**src/dtc_pkg.sv**
```systemverilog
// shared constants and types for the dual timer/counter pair
// assumes a 32-bit classic wishbone slave port and one 10 MHz core clock
package dtc_pkg;
    // register word indices (indices not multiples of four: byte address = 4 * index)
    localparam logic [7:0] DTC_IDX_RUN_CONTROL  = 8'h88;
    localparam logic [7:0] DTC_IDX_MODE_CONFIG  = 8'h89;
    localparam logic [7:0] DTC_IDX_U0_LOW       = 8'h8a;
    localparam logic [7:0] DTC_IDX_U1_LOW       = 8'h8b;
    localparam logic [7:0] DTC_IDX_U0_HIGH      = 8'h8c;
    localparam logic [7:0] DTC_IDX_U1_HIGH      = 8'h8d;
    localparam logic [7:0] DTC_IDX_IRQ_STATUS   = 8'h90;
    localparam logic [7:0] DTC_IDX_IRQ_ENABLE   = 8'h91;
    localparam logic [7:0] DTC_IDX_IRQ_CLEAR    = 8'h92;
    localparam int         DTC_ADDR_W           = 12;

    // reset values
    localparam logic [7:0] DTC_RUN_CONTROL_RST  = 8'h00;
    localparam logic [7:0] DTC_MODE_CONFIG_RST  = 8'h00;
    localparam logic [7:0] DTC_COUNT_RST        = 8'h00;

    // run control field positions
    localparam int DTC_RC_U1_OVF  = 7;
    localparam int DTC_RC_U1_RUN  = 6;
    localparam int DTC_RC_U0_OVF  = 5;
    localparam int DTC_RC_U0_RUN  = 4;
    // mode config field positions, per unit nibble
    localparam int DTC_MC_GATE    = 3;
    localparam int DTC_MC_CNT_SEL = 2;
    localparam int DTC_MC_MODE_HI = 1;
    localparam int DTC_MC_MODE_LO = 0;
    localparam int DTC_MC_U1_BASE = 4;
    localparam int DTC_MC_U0_BASE = 0;

    // machine cycle timing
    localparam int         DTC_CLOCK_HZ         = 10_000_000;
    localparam int         DTC_CYCLE_CLOCKS     = 12;
    localparam logic [3:0] DTC_PHASE_LAST       = 4'(DTC_CYCLE_CLOCKS - 1);
    localparam logic [3:0] DTC_PHASE_SAMPLE     = 4'h9;  // input_sample_phase slot
    localparam logic [3:0] DTC_PHASE_UPDATE     = 4'h4;  // count_update_phase slot
    localparam int         DTC_PRESCALE_BITS    = 5;

    typedef enum logic [1:0] {
        DTC_MODE_13BIT  = 2'b00,
        DTC_MODE_16BIT  = 2'b01,
        DTC_MODE_RELOAD = 2'b10,
        DTC_MODE_SPLIT  = 2'b11
    } dtc_mode_t;

    // per-unit controls decoded from the nibble
    typedef struct packed {
        logic      gate;
        logic      cnt_sel;
        dtc_mode_t mode;
    } dtc_unit_cfg_t;

    // count pair of one unit
    typedef struct packed {
        logic [7:0] high;
        logic [7:0] low;
    } dtc_count_t;
endpackage

```
**src/dtc_edge_sampler.sv**
```systemverilog
// falling-edge detector for one external count pin
// assumes the pin is already synchronised to clock
`timescale 1ns/100ps
module dtc_edge_sampler
    import dtc_pkg::*;
(
    input  wire logic clock,
    input  wire logic rst_n,
    input  wire logic sample_strobe,
    input  wire logic update_strobe,
    input  wire logic pin_sync,
    output logic      count_event
);
    logic cur_sample;
    logic pending;

    always_ff @(posedge clock or negedge rst_n) begin
        if (!rst_n) begin
            cur_sample <= 1'b0;
        end else if (sample_strobe) begin
            cur_sample <= pin_sync;  // last sample, compared with the next one
        end
    end

    always_ff @(posedge clock or negedge rst_n) begin
        if (!rst_n) begin
            pending <= 1'b0;
        end else if (sample_strobe) begin
            pending <= cur_sample & ~pin_sync;
        end else if (update_strobe) begin
            pending <= 1'b0;
        end
    end

    // one event per two machine cycles at most
    assign count_event = pending & update_strobe;
endmodule

```
**src/dtc_timer_pair.sv**
```systemverilog
// two timer/counter units with run control, mode config and a wishbone slave
// assumes classic wishbone master on clock, pins asynchronous to clock
//
// Contract
// - timer counts once per 12-clock machine cycle
// - count pin sampled each cycle, falling edge
// - edge count appears next cycle update phase
// - counter input needs two machine cycles
// - gate bit needs gate pin high
// - select bit picks pin or internal clock
// - two-bit mode field per unit
// - mode 00: 5-bit prescaler then 8-bit
// - mode 01: full 16-bit counter
// - mode 10: low reloads from high
// - mode 11 stops unit 1
// - unit 0 mode 11 splits into two
// - overflow sets flag, vector clears it
// - run bit turns unit on/off
// - 13-bit count, top low bits indeterminate
// - reload leaves high byte unchanged
`timescale 1ns/100ps
module dtc_timer_pair
    import dtc_pkg::*;
(
    input  wire logic        clock,
    input  wire logic        arst_n,
    input  wire logic        wb_cyc_i,
    input  wire logic        wb_stb_i,
    input  wire logic        wb_we_i,
    input  wire logic [11:0] wb_adr_i,
    input  wire logic [31:0] wb_dat_i,
    input  wire logic [3:0]  wb_sel_i,
    output logic      [31:0] wb_dat_o,
    output logic             wb_ack_o,
    output logic             wb_err_o,
    input  wire logic        count_pin_zero,
    input  wire logic        count_pin_one,
    input  wire logic        gate_pin_zero,
    input  wire logic        gate_pin_one,
    input  wire logic        vector_ack_zero,
    input  wire logic        vector_ack_one,
    output logic             unit0_overflow_flag,
    output logic             unit1_overflow_flag,
    output logic             irq
);
    logic        rst_meta;
    logic        rst_n;
    logic [3:0]  phase;
    logic        sample_strobe;
    logic        update_strobe;
    logic [3:0]  pin_meta;
    logic [3:0]  pin_sync;
    logic [7:0]  timer_run_control;
    logic [7:0]  timer_mode_config;
    dtc_count_t  cnt0;
    dtc_count_t  cnt1;
    logic [1:0]  irq_status;
    logic [1:0]  irq_enable;
    logic [1:0]  edge_evt;
    logic [1:0]  tick;
    logic [1:0]  run_ok;
    logic        ovf0_low;
    logic        ovf0_high;
    logic        ovf1;
    dtc_unit_cfg_t cfg0;
    dtc_unit_cfg_t cfg1;
    dtc_count_t  next_cnt0;
    dtc_count_t  next_cnt1;
    logic        wr_hit;
    logic        rd_hit;
    logic [9:0]  word_idx;
    logic        mapped;
    logic [7:0]  rd_byte;

    // reset release through two flops
    always_ff @(posedge clock or negedge arst_n) begin
        if (!arst_n) begin
            rst_meta <= 1'b0;
            rst_n    <= 1'b0;
        end else begin
            rst_meta <= 1'b1;
            rst_n    <= rst_meta;
        end
    end

    // pin synchronisers: count0, count1, gate0, gate1
    always_ff @(posedge clock or negedge rst_n) begin
        if (!rst_n) begin
            pin_meta <= 4'h0;
            pin_sync <= 4'h0;
        end else begin
            pin_meta <= {gate_pin_one, gate_pin_zero, count_pin_one, count_pin_zero};
            pin_sync <= pin_meta;
        end
    end

    always_ff @(posedge clock or negedge rst_n) begin
        if (!rst_n) begin
            phase <= 4'h0;
        end else if (phase == DTC_PHASE_LAST) begin
            phase <= 4'h0;
        end else begin
            phase <= phase + 4'h1;
        end
    end
    assign sample_strobe = (phase == DTC_PHASE_SAMPLE);
    assign update_strobe = (phase == DTC_PHASE_UPDATE);

    // one edge sampler per unit
    for (genvar u = 0; u < 2; u++) begin : g_edge
        dtc_edge_sampler u_edge (
            .clock         (clock),
            .rst_n         (rst_n),
            .sample_strobe (sample_strobe),
            .update_strobe (update_strobe),
            .pin_sync      (pin_sync[u]),
            .count_event   (edge_evt[u])
        );
    end

    assign cfg0 = dtc_unit_cfg_t'(timer_mode_config[DTC_MC_U0_BASE +: 4]);
    assign cfg1 = dtc_unit_cfg_t'(timer_mode_config[DTC_MC_U1_BASE +: 4]);

    // gating by pin and run bit
    assign run_ok[0] = timer_run_control[DTC_RC_U0_RUN] & (~cfg0.gate | pin_sync[2]);
    assign run_ok[1] = timer_run_control[DTC_RC_U1_RUN] & (~cfg1.gate | pin_sync[3]);

    // source select; timer ticks at the update phase too
    assign tick[0] = run_ok[0] & (cfg0.cnt_sel ? edge_evt[0] : update_strobe);
    assign tick[1] = run_ok[1] & (cfg1.cnt_sel ? edge_evt[1] : update_strobe);

    // unit 0 next count and overflows
    always_comb begin
        next_cnt0 = cnt0;
        ovf0_low  = 1'b0;
        ovf0_high = 1'b0;
        unique case (cfg0.mode)
            DTC_MODE_13BIT: begin
                // top three low bits left as they were
                if (tick[0]) begin
                    next_cnt0.low[4:0] = cnt0.low[4:0] + 5'h1;
                    if (&cnt0.low[4:0]) begin
                        next_cnt0.high = cnt0.high + 8'h1;
                        ovf0_low       = &cnt0.high;
                    end
                end
            end
            DTC_MODE_16BIT: begin
                if (tick[0]) begin
                    next_cnt0 = cnt0 + 16'h1;
                    ovf0_low  = &cnt0;
                end
            end
            DTC_MODE_RELOAD: begin
                if (tick[0]) begin
                    next_cnt0.low = (&cnt0.low) ? cnt0.high : cnt0.low + 8'h1;
                    ovf0_low      = &cnt0.low;
                end
            end
            DTC_MODE_SPLIT: begin
                // low on unit 0 controls, high timer on unit 1 run
                if (tick[0]) begin
                    next_cnt0.low = cnt0.low + 8'h1;
                    ovf0_low      = &cnt0.low;
                end
                if (timer_run_control[DTC_RC_U1_RUN] && update_strobe) begin
                    next_cnt0.high = cnt0.high + 8'h1;
                    ovf0_high      = &cnt0.high;
                end
            end
        endcase
    end

    // unit 1 next count and overflow
    always_comb begin
        next_cnt1 = cnt1;
        ovf1      = 1'b0;
        unique case (cfg1.mode)
            DTC_MODE_13BIT: begin
                if (tick[1]) begin
                    next_cnt1.low[4:0] = cnt1.low[4:0] + 5'h1;
                    if (&cnt1.low[4:0]) begin
                        next_cnt1.high = cnt1.high + 8'h1;
                        ovf1           = &cnt1.high;
                    end
                end
            end
            DTC_MODE_16BIT: begin
                if (tick[1]) begin
                    next_cnt1 = cnt1 + 16'h1;
                    ovf1      = &cnt1;
                end
            end
            DTC_MODE_RELOAD: begin
                if (tick[1]) begin
                    next_cnt1.low = (&cnt1.low) ? cnt1.high : cnt1.low + 8'h1;
                    ovf1          = &cnt1.low;
                end
            end
            DTC_MODE_SPLIT: begin
                next_cnt1 = cnt1;
            end
        endcase
    end

    // bus decode: word index is the register index
    assign word_idx = wb_adr_i[11:2];
    assign mapped   = (word_idx == {2'b00, DTC_IDX_RUN_CONTROL}) || (word_idx == {2'b00, DTC_IDX_MODE_CONFIG}) ||
                      (word_idx == {2'b00, DTC_IDX_U0_LOW})      || (word_idx == {2'b00, DTC_IDX_U1_LOW}) ||
                      (word_idx == {2'b00, DTC_IDX_U0_HIGH})     || (word_idx == {2'b00, DTC_IDX_U1_HIGH}) ||
                      (word_idx == {2'b00, DTC_IDX_IRQ_STATUS})  || (word_idx == {2'b00, DTC_IDX_IRQ_ENABLE}) ||
                      (word_idx == {2'b00, DTC_IDX_IRQ_CLEAR});
    // only byte lane 0 carries data; ack not yet high avoids a double write
    assign wr_hit = wb_cyc_i & wb_stb_i & wb_we_i & ~wb_ack_o & ~wb_err_o & mapped & wb_sel_i[0];
    assign rd_hit = wb_cyc_i & wb_stb_i & ~wb_ack_o & ~wb_err_o;

    function automatic logic wr_to(input logic [9:0] idx, input logic [7:0] reg_idx);
        wr_to = (idx == {2'b00, reg_idx});
    endfunction

    // count registers: software write beats counting in the same cycle
    always_ff @(posedge clock or negedge rst_n) begin
        if (!rst_n) begin
            cnt0 <= {DTC_COUNT_RST, DTC_COUNT_RST};
            cnt1 <= {DTC_COUNT_RST, DTC_COUNT_RST};
        end else begin
            cnt0 <= next_cnt0;
            cnt1 <= next_cnt1;
            if (wr_hit && wr_to(word_idx, DTC_IDX_U0_LOW))  cnt0.low  <= wb_dat_i[7:0];
            if (wr_hit && wr_to(word_idx, DTC_IDX_U0_HIGH)) cnt0.high <= wb_dat_i[7:0];
            if (wr_hit && wr_to(word_idx, DTC_IDX_U1_LOW))  cnt1.low  <= wb_dat_i[7:0];
            if (wr_hit && wr_to(word_idx, DTC_IDX_U1_HIGH)) cnt1.high <= wb_dat_i[7:0];
        end
    end

    // mode config register
    always_ff @(posedge clock or negedge rst_n) begin
        if (!rst_n) begin
            timer_mode_config <= DTC_MODE_CONFIG_RST;
        end else if (wr_hit && wr_to(word_idx, DTC_IDX_MODE_CONFIG)) begin
            timer_mode_config <= wb_dat_i[7:0];
        end
    end

    // control layout, low nibble reserved here
    // overflow sets, vector clears; set wins
    always_ff @(posedge clock or negedge rst_n) begin
        if (!rst_n) begin
            timer_run_control <= DTC_RUN_CONTROL_RST;
        end else begin
            if (wr_hit && wr_to(word_idx, DTC_IDX_RUN_CONTROL)) begin
                timer_run_control[7:4] <= wb_dat_i[7:4];
            end else begin
                if (vector_ack_zero) timer_run_control[DTC_RC_U0_OVF] <= 1'b0;
                if (vector_ack_one)  timer_run_control[DTC_RC_U1_OVF] <= 1'b0;
            end
            if (ovf0_low)              timer_run_control[DTC_RC_U0_OVF] <= 1'b1;
            if (ovf0_high || ovf1)     timer_run_control[DTC_RC_U1_OVF] <= 1'b1;
            timer_run_control[3:0] <= 4'h0;
        end
    end

    // sticky status, write-one clear; a new overflow beats the clear
    always_ff @(posedge clock or negedge rst_n) begin
        if (!rst_n) begin
            irq_status <= 2'b00;
            irq_enable <= 2'b00;
        end else begin
            if (wr_hit && wr_to(word_idx, DTC_IDX_IRQ_ENABLE)) irq_enable <= wb_dat_i[1:0];
            irq_status <= (irq_status & ~((wr_hit && wr_to(word_idx, DTC_IDX_IRQ_CLEAR)) ? wb_dat_i[1:0] : 2'b00))
                          | {ovf0_high | ovf1, ovf0_low};
        end
    end

    // read mux
    always_comb begin
        rd_byte = 8'h00;
        unique case (word_idx)
            {2'b00, DTC_IDX_RUN_CONTROL}: rd_byte = timer_run_control;
            {2'b00, DTC_IDX_MODE_CONFIG}: rd_byte = timer_mode_config;
            {2'b00, DTC_IDX_U0_LOW}:      rd_byte = cnt0.low;
            {2'b00, DTC_IDX_U1_LOW}:      rd_byte = cnt1.low;
            {2'b00, DTC_IDX_U0_HIGH}:     rd_byte = cnt0.high;
            {2'b00, DTC_IDX_U1_HIGH}:     rd_byte = cnt1.high;
            {2'b00, DTC_IDX_IRQ_STATUS}:  rd_byte = {6'h00, irq_status};
            {2'b00, DTC_IDX_IRQ_ENABLE}:  rd_byte = {6'h00, irq_enable};
            default:                      rd_byte = 8'h00;
        endcase
    end

    // bus answer one cycle after the request, dropped the next cycle
    always_ff @(posedge clock or negedge rst_n) begin
        if (!rst_n) begin
            wb_ack_o <= 1'b0;
            wb_err_o <= 1'b0;
            wb_dat_o <= 32'h0000_0000;
        end else begin
            wb_ack_o <= rd_hit & mapped;
            wb_err_o <= rd_hit & ~mapped;
            wb_dat_o <= {24'h00_0000, rd_byte};
        end
    end

    // registered copies of flags and interrupt
    always_ff @(posedge clock or negedge rst_n) begin
        if (!rst_n) begin
            unit0_overflow_flag <= 1'b0;
            unit1_overflow_flag <= 1'b0;
            irq                 <= 1'b0;
        end else begin
            unit0_overflow_flag <= timer_run_control[DTC_RC_U0_OVF];
            unit1_overflow_flag <= timer_run_control[DTC_RC_U1_OVF];
            irq                 <= |(irq_status & irq_enable);
        end
    end
endmodule

```
**config.mk**
```make
export PLATFORM = sky130hd
export DESIGN_NAME = dtc_timer_pair
export DESIGN_NICKNAME = d
export VERILOG_FILES = /design/src/dtc_pkg.sv /design/src/dtc_edge_sampler.sv /design/src/dtc_timer_pair.sv
export SDC_FILE = /design/constraint.sdc
export NUM_CORES = 1
export LEC_CHECK = 0
export BUFFER_PORTS_ARGS = -buffer_cell sky130_fd_sc_hd__buf_2
export CELL_PAD_IN_SITES_DETAIL_PLACEMENT = 1
export CELL_PAD_IN_SITES_GLOBAL_PLACEMENT = 1
export CORE_ASPECT_RATIO = 1.4
export CORE_UTILIZATION = 42
export CTS_CLUSTER_SIZE = 12
export DETAILED_ROUTE_END_ITERATION = 16
export GPL_TIMING_DRIVEN = 1
export PLACE_DENSITY_LB_ADDON = 0.1
export SLEW_MARGIN = 20
export SYNTH_ARGS = -nofsm -noshare
export SYNTH_HDL_FRONTEND = slang
export SYNTH_SLANG_ARGS = --single-unit
```
**constraint.sdc**
```tcl
create_clock -name clock -period 3 [get_ports clock]
set_input_delay 0 -clock clock [delete_from_list [all_inputs] [get_ports clock]]
set_output_delay 0 -clock clock [all_outputs]
set_load 0.02 [all_outputs]
```
**Word-level counts from Yosys, hierarchy flattened**

Cells that the tools add are included.

- Register bits after elaboration: 79
- Bits of input ports: 59
- Output and inout bits: 37
- Logic and storage cells: 194

- Add/subtract/negate cells: 9
- Equality and inequality tests: 33
- Muxes and demuxes: 50
- Bitwise gates (word level): 32
- Reduce and logical (&&, ||, !) cells: 43

Operator list:

| operator | count |
|---|---|
| $mux 8 | 14 |
| $eq 10x8->1 const B | 9 |
| $pmux 8 s8 | 1 |
| $ne 3x3->1 const B | 14 |
| $add 16x1->16 const B | 2 |
| $add 8x1->8 const B | 4 |
| $mux 16 | 2 |
| $reduce_and 16->1 | 2 |
| $reduce_and 8->1 | 4 |
| $pmux 8 s3 | 1 |
| $mux 1 | 21 |
| $pmux 5 s4 | 1 |
| $and 1x1->1 | 18 |
| $pmux 8 s2 | 1 |
| $reduce_and 4->1 | 4 |
| $pmux 5 s3 | 1 |
| $reduce_and 5->1 | 3 |
| $reduce_bool 3->1 | 4 |
| $add 5x1->5 const B | 2 |
| $mux 5 | 2 |
| $logic_and 1x1->1 | 9 |
| $logic_or 1x1->1 | 9 |
| $pmux 3 s3 | 1 |
| $eq 2x2->1 const B | 4 |
| other kinds (19) | 34 |

**Depth between registers and ports, before layout**

- Depth in word-level cells: 16
- Mapped depth: 9
- Mapped depth without buffers: 9

**Hierarchy**

A second synthesis with hierarchy kept.

- Cell total of the unflattened synthesis: 516
- Area total of the unflattened synthesis: 4939.7 µm²

By module, submodules not included:

| module | instances | cells each | area each (µm²) | sequential area each (µm²) |
|---|---|---|---|---|
| dtc_timer_pair | 1 | 502 | 4762.1 | 1876.8 |
| dtc_edge_sampler | 2 | 7 | 88.8 | 50.0 |

**Worst setup path before layout**

No wires, ideal clock.

- Path kind: reg-to-reg
- Start: register cnt1[0] in the netlist's numbering
- End: register cnt1[15] in the netlist's numbering
- Library setup time: 0.125 ns
- Arrival time: 2.359 ns
- Data required time: 2.875 ns
- Setup slack: 0.516 ns
- Stages on the path, launching flop included: 10
- Path buffers: 0
- Period minus slack after synthesis: 2.484 ns
- Path through: dfrtp_1 -> ha_1 -> nand3_1 -> inv_1 -> ha_1 -> mux2i_1 -> nor4_1 -> nor4b_1 -> xor2_1 -> mux2_2

- Word-level cells in the longest chain between the ends: 4
- Elaborated cells between the ends (all ways): 7
- Classes of those cells: add/sub: 1; eq/ne: 1; mux: 3; reduce/logical: 2

RTL lines:

| element | line | RTL |
|---|---|---|
| start, declared | dtc_timer_pair.sv:56 | `dtc_count_t cnt1;` |
| start signal, assigned | dtc_timer_pair.sv:225 | `cnt1 <= {DTC_COUNT_RST, DTC_COUNT_RST};` |
| start signal, assigned | dtc_timer_pair.sv:228 | `cnt1 <= next_cnt1;` |
| $add 16x1->16 | dtc_timer_pair.sv:190 | `next_cnt1 = cnt1 + 16'h1;` |
| $mux 16 | dtc_timer_pair.sv:189 | `if (tick[1]) begin` |
| $pmux 8 s2 | dtc_timer_pair.sv:178 | `unique case (cfg1.mode)` |
| $mux 8 | dtc_timer_pair.sv:232 | `if (wr_hit && wr_to(word_idx, DTC_IDX_U1_HIGH)) cnt1.high <= wb_dat_i[7:0];` |

Several ways; a longest one is shown, not always the timed one. The select of a mux whose other input is x is not followed.
A chain may end at the register's enable or synchronous reset.

**Worst setup path after layout**

- Start: register cnt1[1] in the netlist's numbering
- End: register cnt1[15] in the netlist's numbering

The elaborated chain is that of the path after synthesis.

==> results.cfg <==
[run_status]
status = complete, no violations

[floorplan]
fp.coreArea_um2 = 10900
io_pins = 96
fp.dieH_um = 128
fp.dieW_um = 91.8
initial_core_util = 0.434
rows = 45
die_area_um2 = 11700

[route]
drt_iter0_markers = 187
wl_met2_mm = 7.57
wirelength_mm = 14.8
top_layer = met4
vias_per_cell = 6.04
drc = 0
wl_met3_um = 532
postRouteAntennaNets = 0
met1_length_mm = 6.06
drtPass1Iterations = 4
avgRoutedWirePerCell_um = 21.3
via_count = 4196

[worst_setup_path]
start_kind = flip-flop
max_stage_delay_ns = 0.46
r2r-end = cnt1[15]$_DFFE_PN0P_
reg2reg_slack_ns = 0.26
critPathLaunch = cnt1[1]$_DFFE_PN0P_
path_buf_inv = 1
critPathKind = flip-flop to flip-flop
slowest_stage = dfrtp_1
required_ns = 3.21
worstPathArrival_ns = 2.95
crit_top_cell = ha_1
critPathMaxFanout = 6
rr_worst_depth = 9
reg2reg_from = cnt1[1]$_DFFE_PN0P_
endpoint = cnt1[15]$_DFFE_PN0P_
cp_num_cells = 9
path_delay_family = simple AND/OR/NAND/NOR gates
path_cells = ha_1, nand3_1, inv_1, ha_1, mux2i_1, nor4_1, nor4b_1, xor2_1, mux2_2
cp-end-kind = flip-flop

[sta]
worst_pin_slew_ns = 0.776
max_freq_mhz = 366
skew_ns = 0.0161
finalSetupViolations = 0
rsz0062_at_grt = no
max_slew_margin = 0.478
finalSetupTns_ns = 0
period_needed_ns = 2.74
period_share = 0.912
finalHoldViolCount = 0
slew_violations = 0

[layout]
multiInputGateArea_um2 = 2530
fillers = 1278
final_core_util = 0.496
final_layout_size_suffix_gt1_frac = 0.188
area_growth_pct = 14.2
nNetsFinal = 621
stdcell_area_um2 = 5410
final-seq-area_um2 = 1980
diodes = 0

[global_route]
grt_max_degree = 78
grt_pass1_wl_mm = 23.9
grt_usage = 0.269
grt_overflow = 0
grt_pass1_vias = 4386
antenna_found_initial = 0

[logic_synthesis]
ys_seq_area_frac = 0.417
synth_area_um2 = 4740
synth_edf_count = 0
synthFlopType = dfrtp_1
synth_top_area_cell = dfrtp_1
synth-seq-cells = 79
ys_warn_count = 0
synth_cell_types = 65
yosysMostFrequentCell = dfrtp_1
async_flop_share = 1.00
synth_commonest_cells = 79 x dfrtp_1, 37 x nand2_1, 33 x nand3_1
avgSynthCellArea_um2 = 9.64
synth_area_leaders = dfrtp_1 42%, mux2_2 5.5%, buf_4 4.4%
synth_cells = 492
synth_top_area_share = 0.417

[min_path]
min_path_type = input port to flip-flop

[clock_network]
cts.sinks = 79
cts.repair.resized = 0
clockBufferDepth = 2
cts_tree = yes
clock_latency_ns = 0.34
cts-htree-levels = 3
cts-root-buf = clkbuf_16
clk_transition_reported_paths_ns = 0.07
cts-buffers-inserted = 9

[run]
cap_viol_max_count = 0

[power]
p_per_area_nw_per_um2 = 413
swShare = 0.250
seq_power_share = 0.487
ir_drop_uv = 327
combPwrFrac = 0.059
intPower_mw = 1.68
leakagePower_nw = 2.36
switchingPower_mw = 0.559
power.share.clock = 0.454

[placed_design]
routabilityCongestion = 0.851
port_buffers = 42
place_area_um2 = 5020
hpwlAfterDp_mm = 10.9
==> flip-flops by register name, summed over array words and instances (netlist names), 2 cells and up <==
name	cells
timer_mode_config	8
g_edge.u_edge.cur_sample	2
pin_meta	4
irq_enable	2
phase	4
cnt1	16
irq_status	2
wb_dat_o	8
g_edge.u_edge.pending	2
timer_run_control	4
cnt0	16
pin_sync	4
==> routing by layer <==
metal | GRT usage | vias to the layer above
li1 | - | 1919
met1 | 0.329 | 2132
met2 | 0.466 | 111
met3 | 0.0362 | 34
met4 | 0.134 | 0
met5 | 0 | -
==> layout make-up <==
cell class	instances	area share
Multi-Input combinational cell	382	0.467
Tap cell	141	0.0326
Clock inverter	7	0.00878
Timing Repair Buffer	61	0.0730
Inverter	16	0.0111
Sequential cell	79	0.366
Clock buffer	9	0.0416
==> worst min-delay path by stage <==
| stage | startpoint | end | slack (ns) | depth (start not counted) |
|---|---|---|---|---|
| after floorplan | arst_n | rst_meta$_DFF_PN0_ | -0.30 | 0 |
| after global placement | arst_n | rst_meta$_DFF_PN0_ | -0.22 | 1 |
| after detailed placement | arst_n | rst_meta$_DFF_PN0_ | -0.21 | 1 |
| after CTS | wb_dat_i[6] | cnt1[14]$_DFFE_PN0P_ | 0.005 | 3 |
| after global routing | wb_dat_i[2] | cnt0[2]$_DFFE_PN0P_ | 0.01 | 3 |
| final | wb_dat_i[6] | cnt1[14]$_DFFE_PN0P_ | 0.01 | 3 |
==> worst min-delay path: cells and delay by family <==
kind	cells	cell delay, ns
compound gates	1	0.07
buf+inv	1	0.15
simple gates	1	0.07
==> stage by stage <==
step                      total power, mW  std cells  hold WS, ns  setup slack (ns)
after global placement               1.22        669       -0.216             0.386
after detailed placement             1.23        669       -0.211             0.286
final                                2.23        695       0.0133             0.264
after CTS                            2.26        694      0.00450             0.236
after global routing                 2.32        695       0.0109            0.0486
after floorplan                      1.20        515       -0.296             0.516
==> power by group through the flow <==
stage,Sequential [mW],Clock (mW),Combinational [mW]
final,1.09,1.01,0.132
after global routing,1.09,1.09,0.142
after CTS,1.10,1.04,0.112
after detailed placement,1.12,0,0.103
after global placement,1.12,0,0.100
after floorplan,1.12,0,0.0827
==> what timing repair did <==
item,4_1_cts,5_1_grt
endpoints found under the hold margin,9,0
hold buffers,9,0
buffers inserted,0,0
==> layout by cell type, fill, tap and decap left out, types with 10 or more instances in the layout <==
cell,instances
nand2_1,37
nand4_1,11
a31oi_1,13
buf_2,42
dfrtp_1,78
nor2_1,31
nand3_1,33
a22oi_1,18
inv_1,16
mux2_2,23
ha_1,13
a21oi_1,10
conb_1,25
nand2b_1,13
o21ai_0,31
==> cells by family (layout without fill, tap and decap cells) <==
| family | count (synthesis) | count (layout) | share of synthesized area |
|---|---|---|---|
| AND/OR/NAND/NOR | 191 | 191 | 0.230 |
| multiplexers | 28 | 28 | 0.0652 |
| other | 2 | 25 | 0.00158 |
| flip-flops | 79 | 79 | 0.417 |
| buffers and inverters | 54 | 93 | 0.0678 |
| XOR/XNOR | 8 | 8 | 0.0148 |
| AO/OA/AOI/OAI | 117 | 117 | 0.169 |
| adder cells (fa/ha/maj) | 13 | 13 | 0.0343 |
No activity file was read; power rests on OpenSTA's default activity.
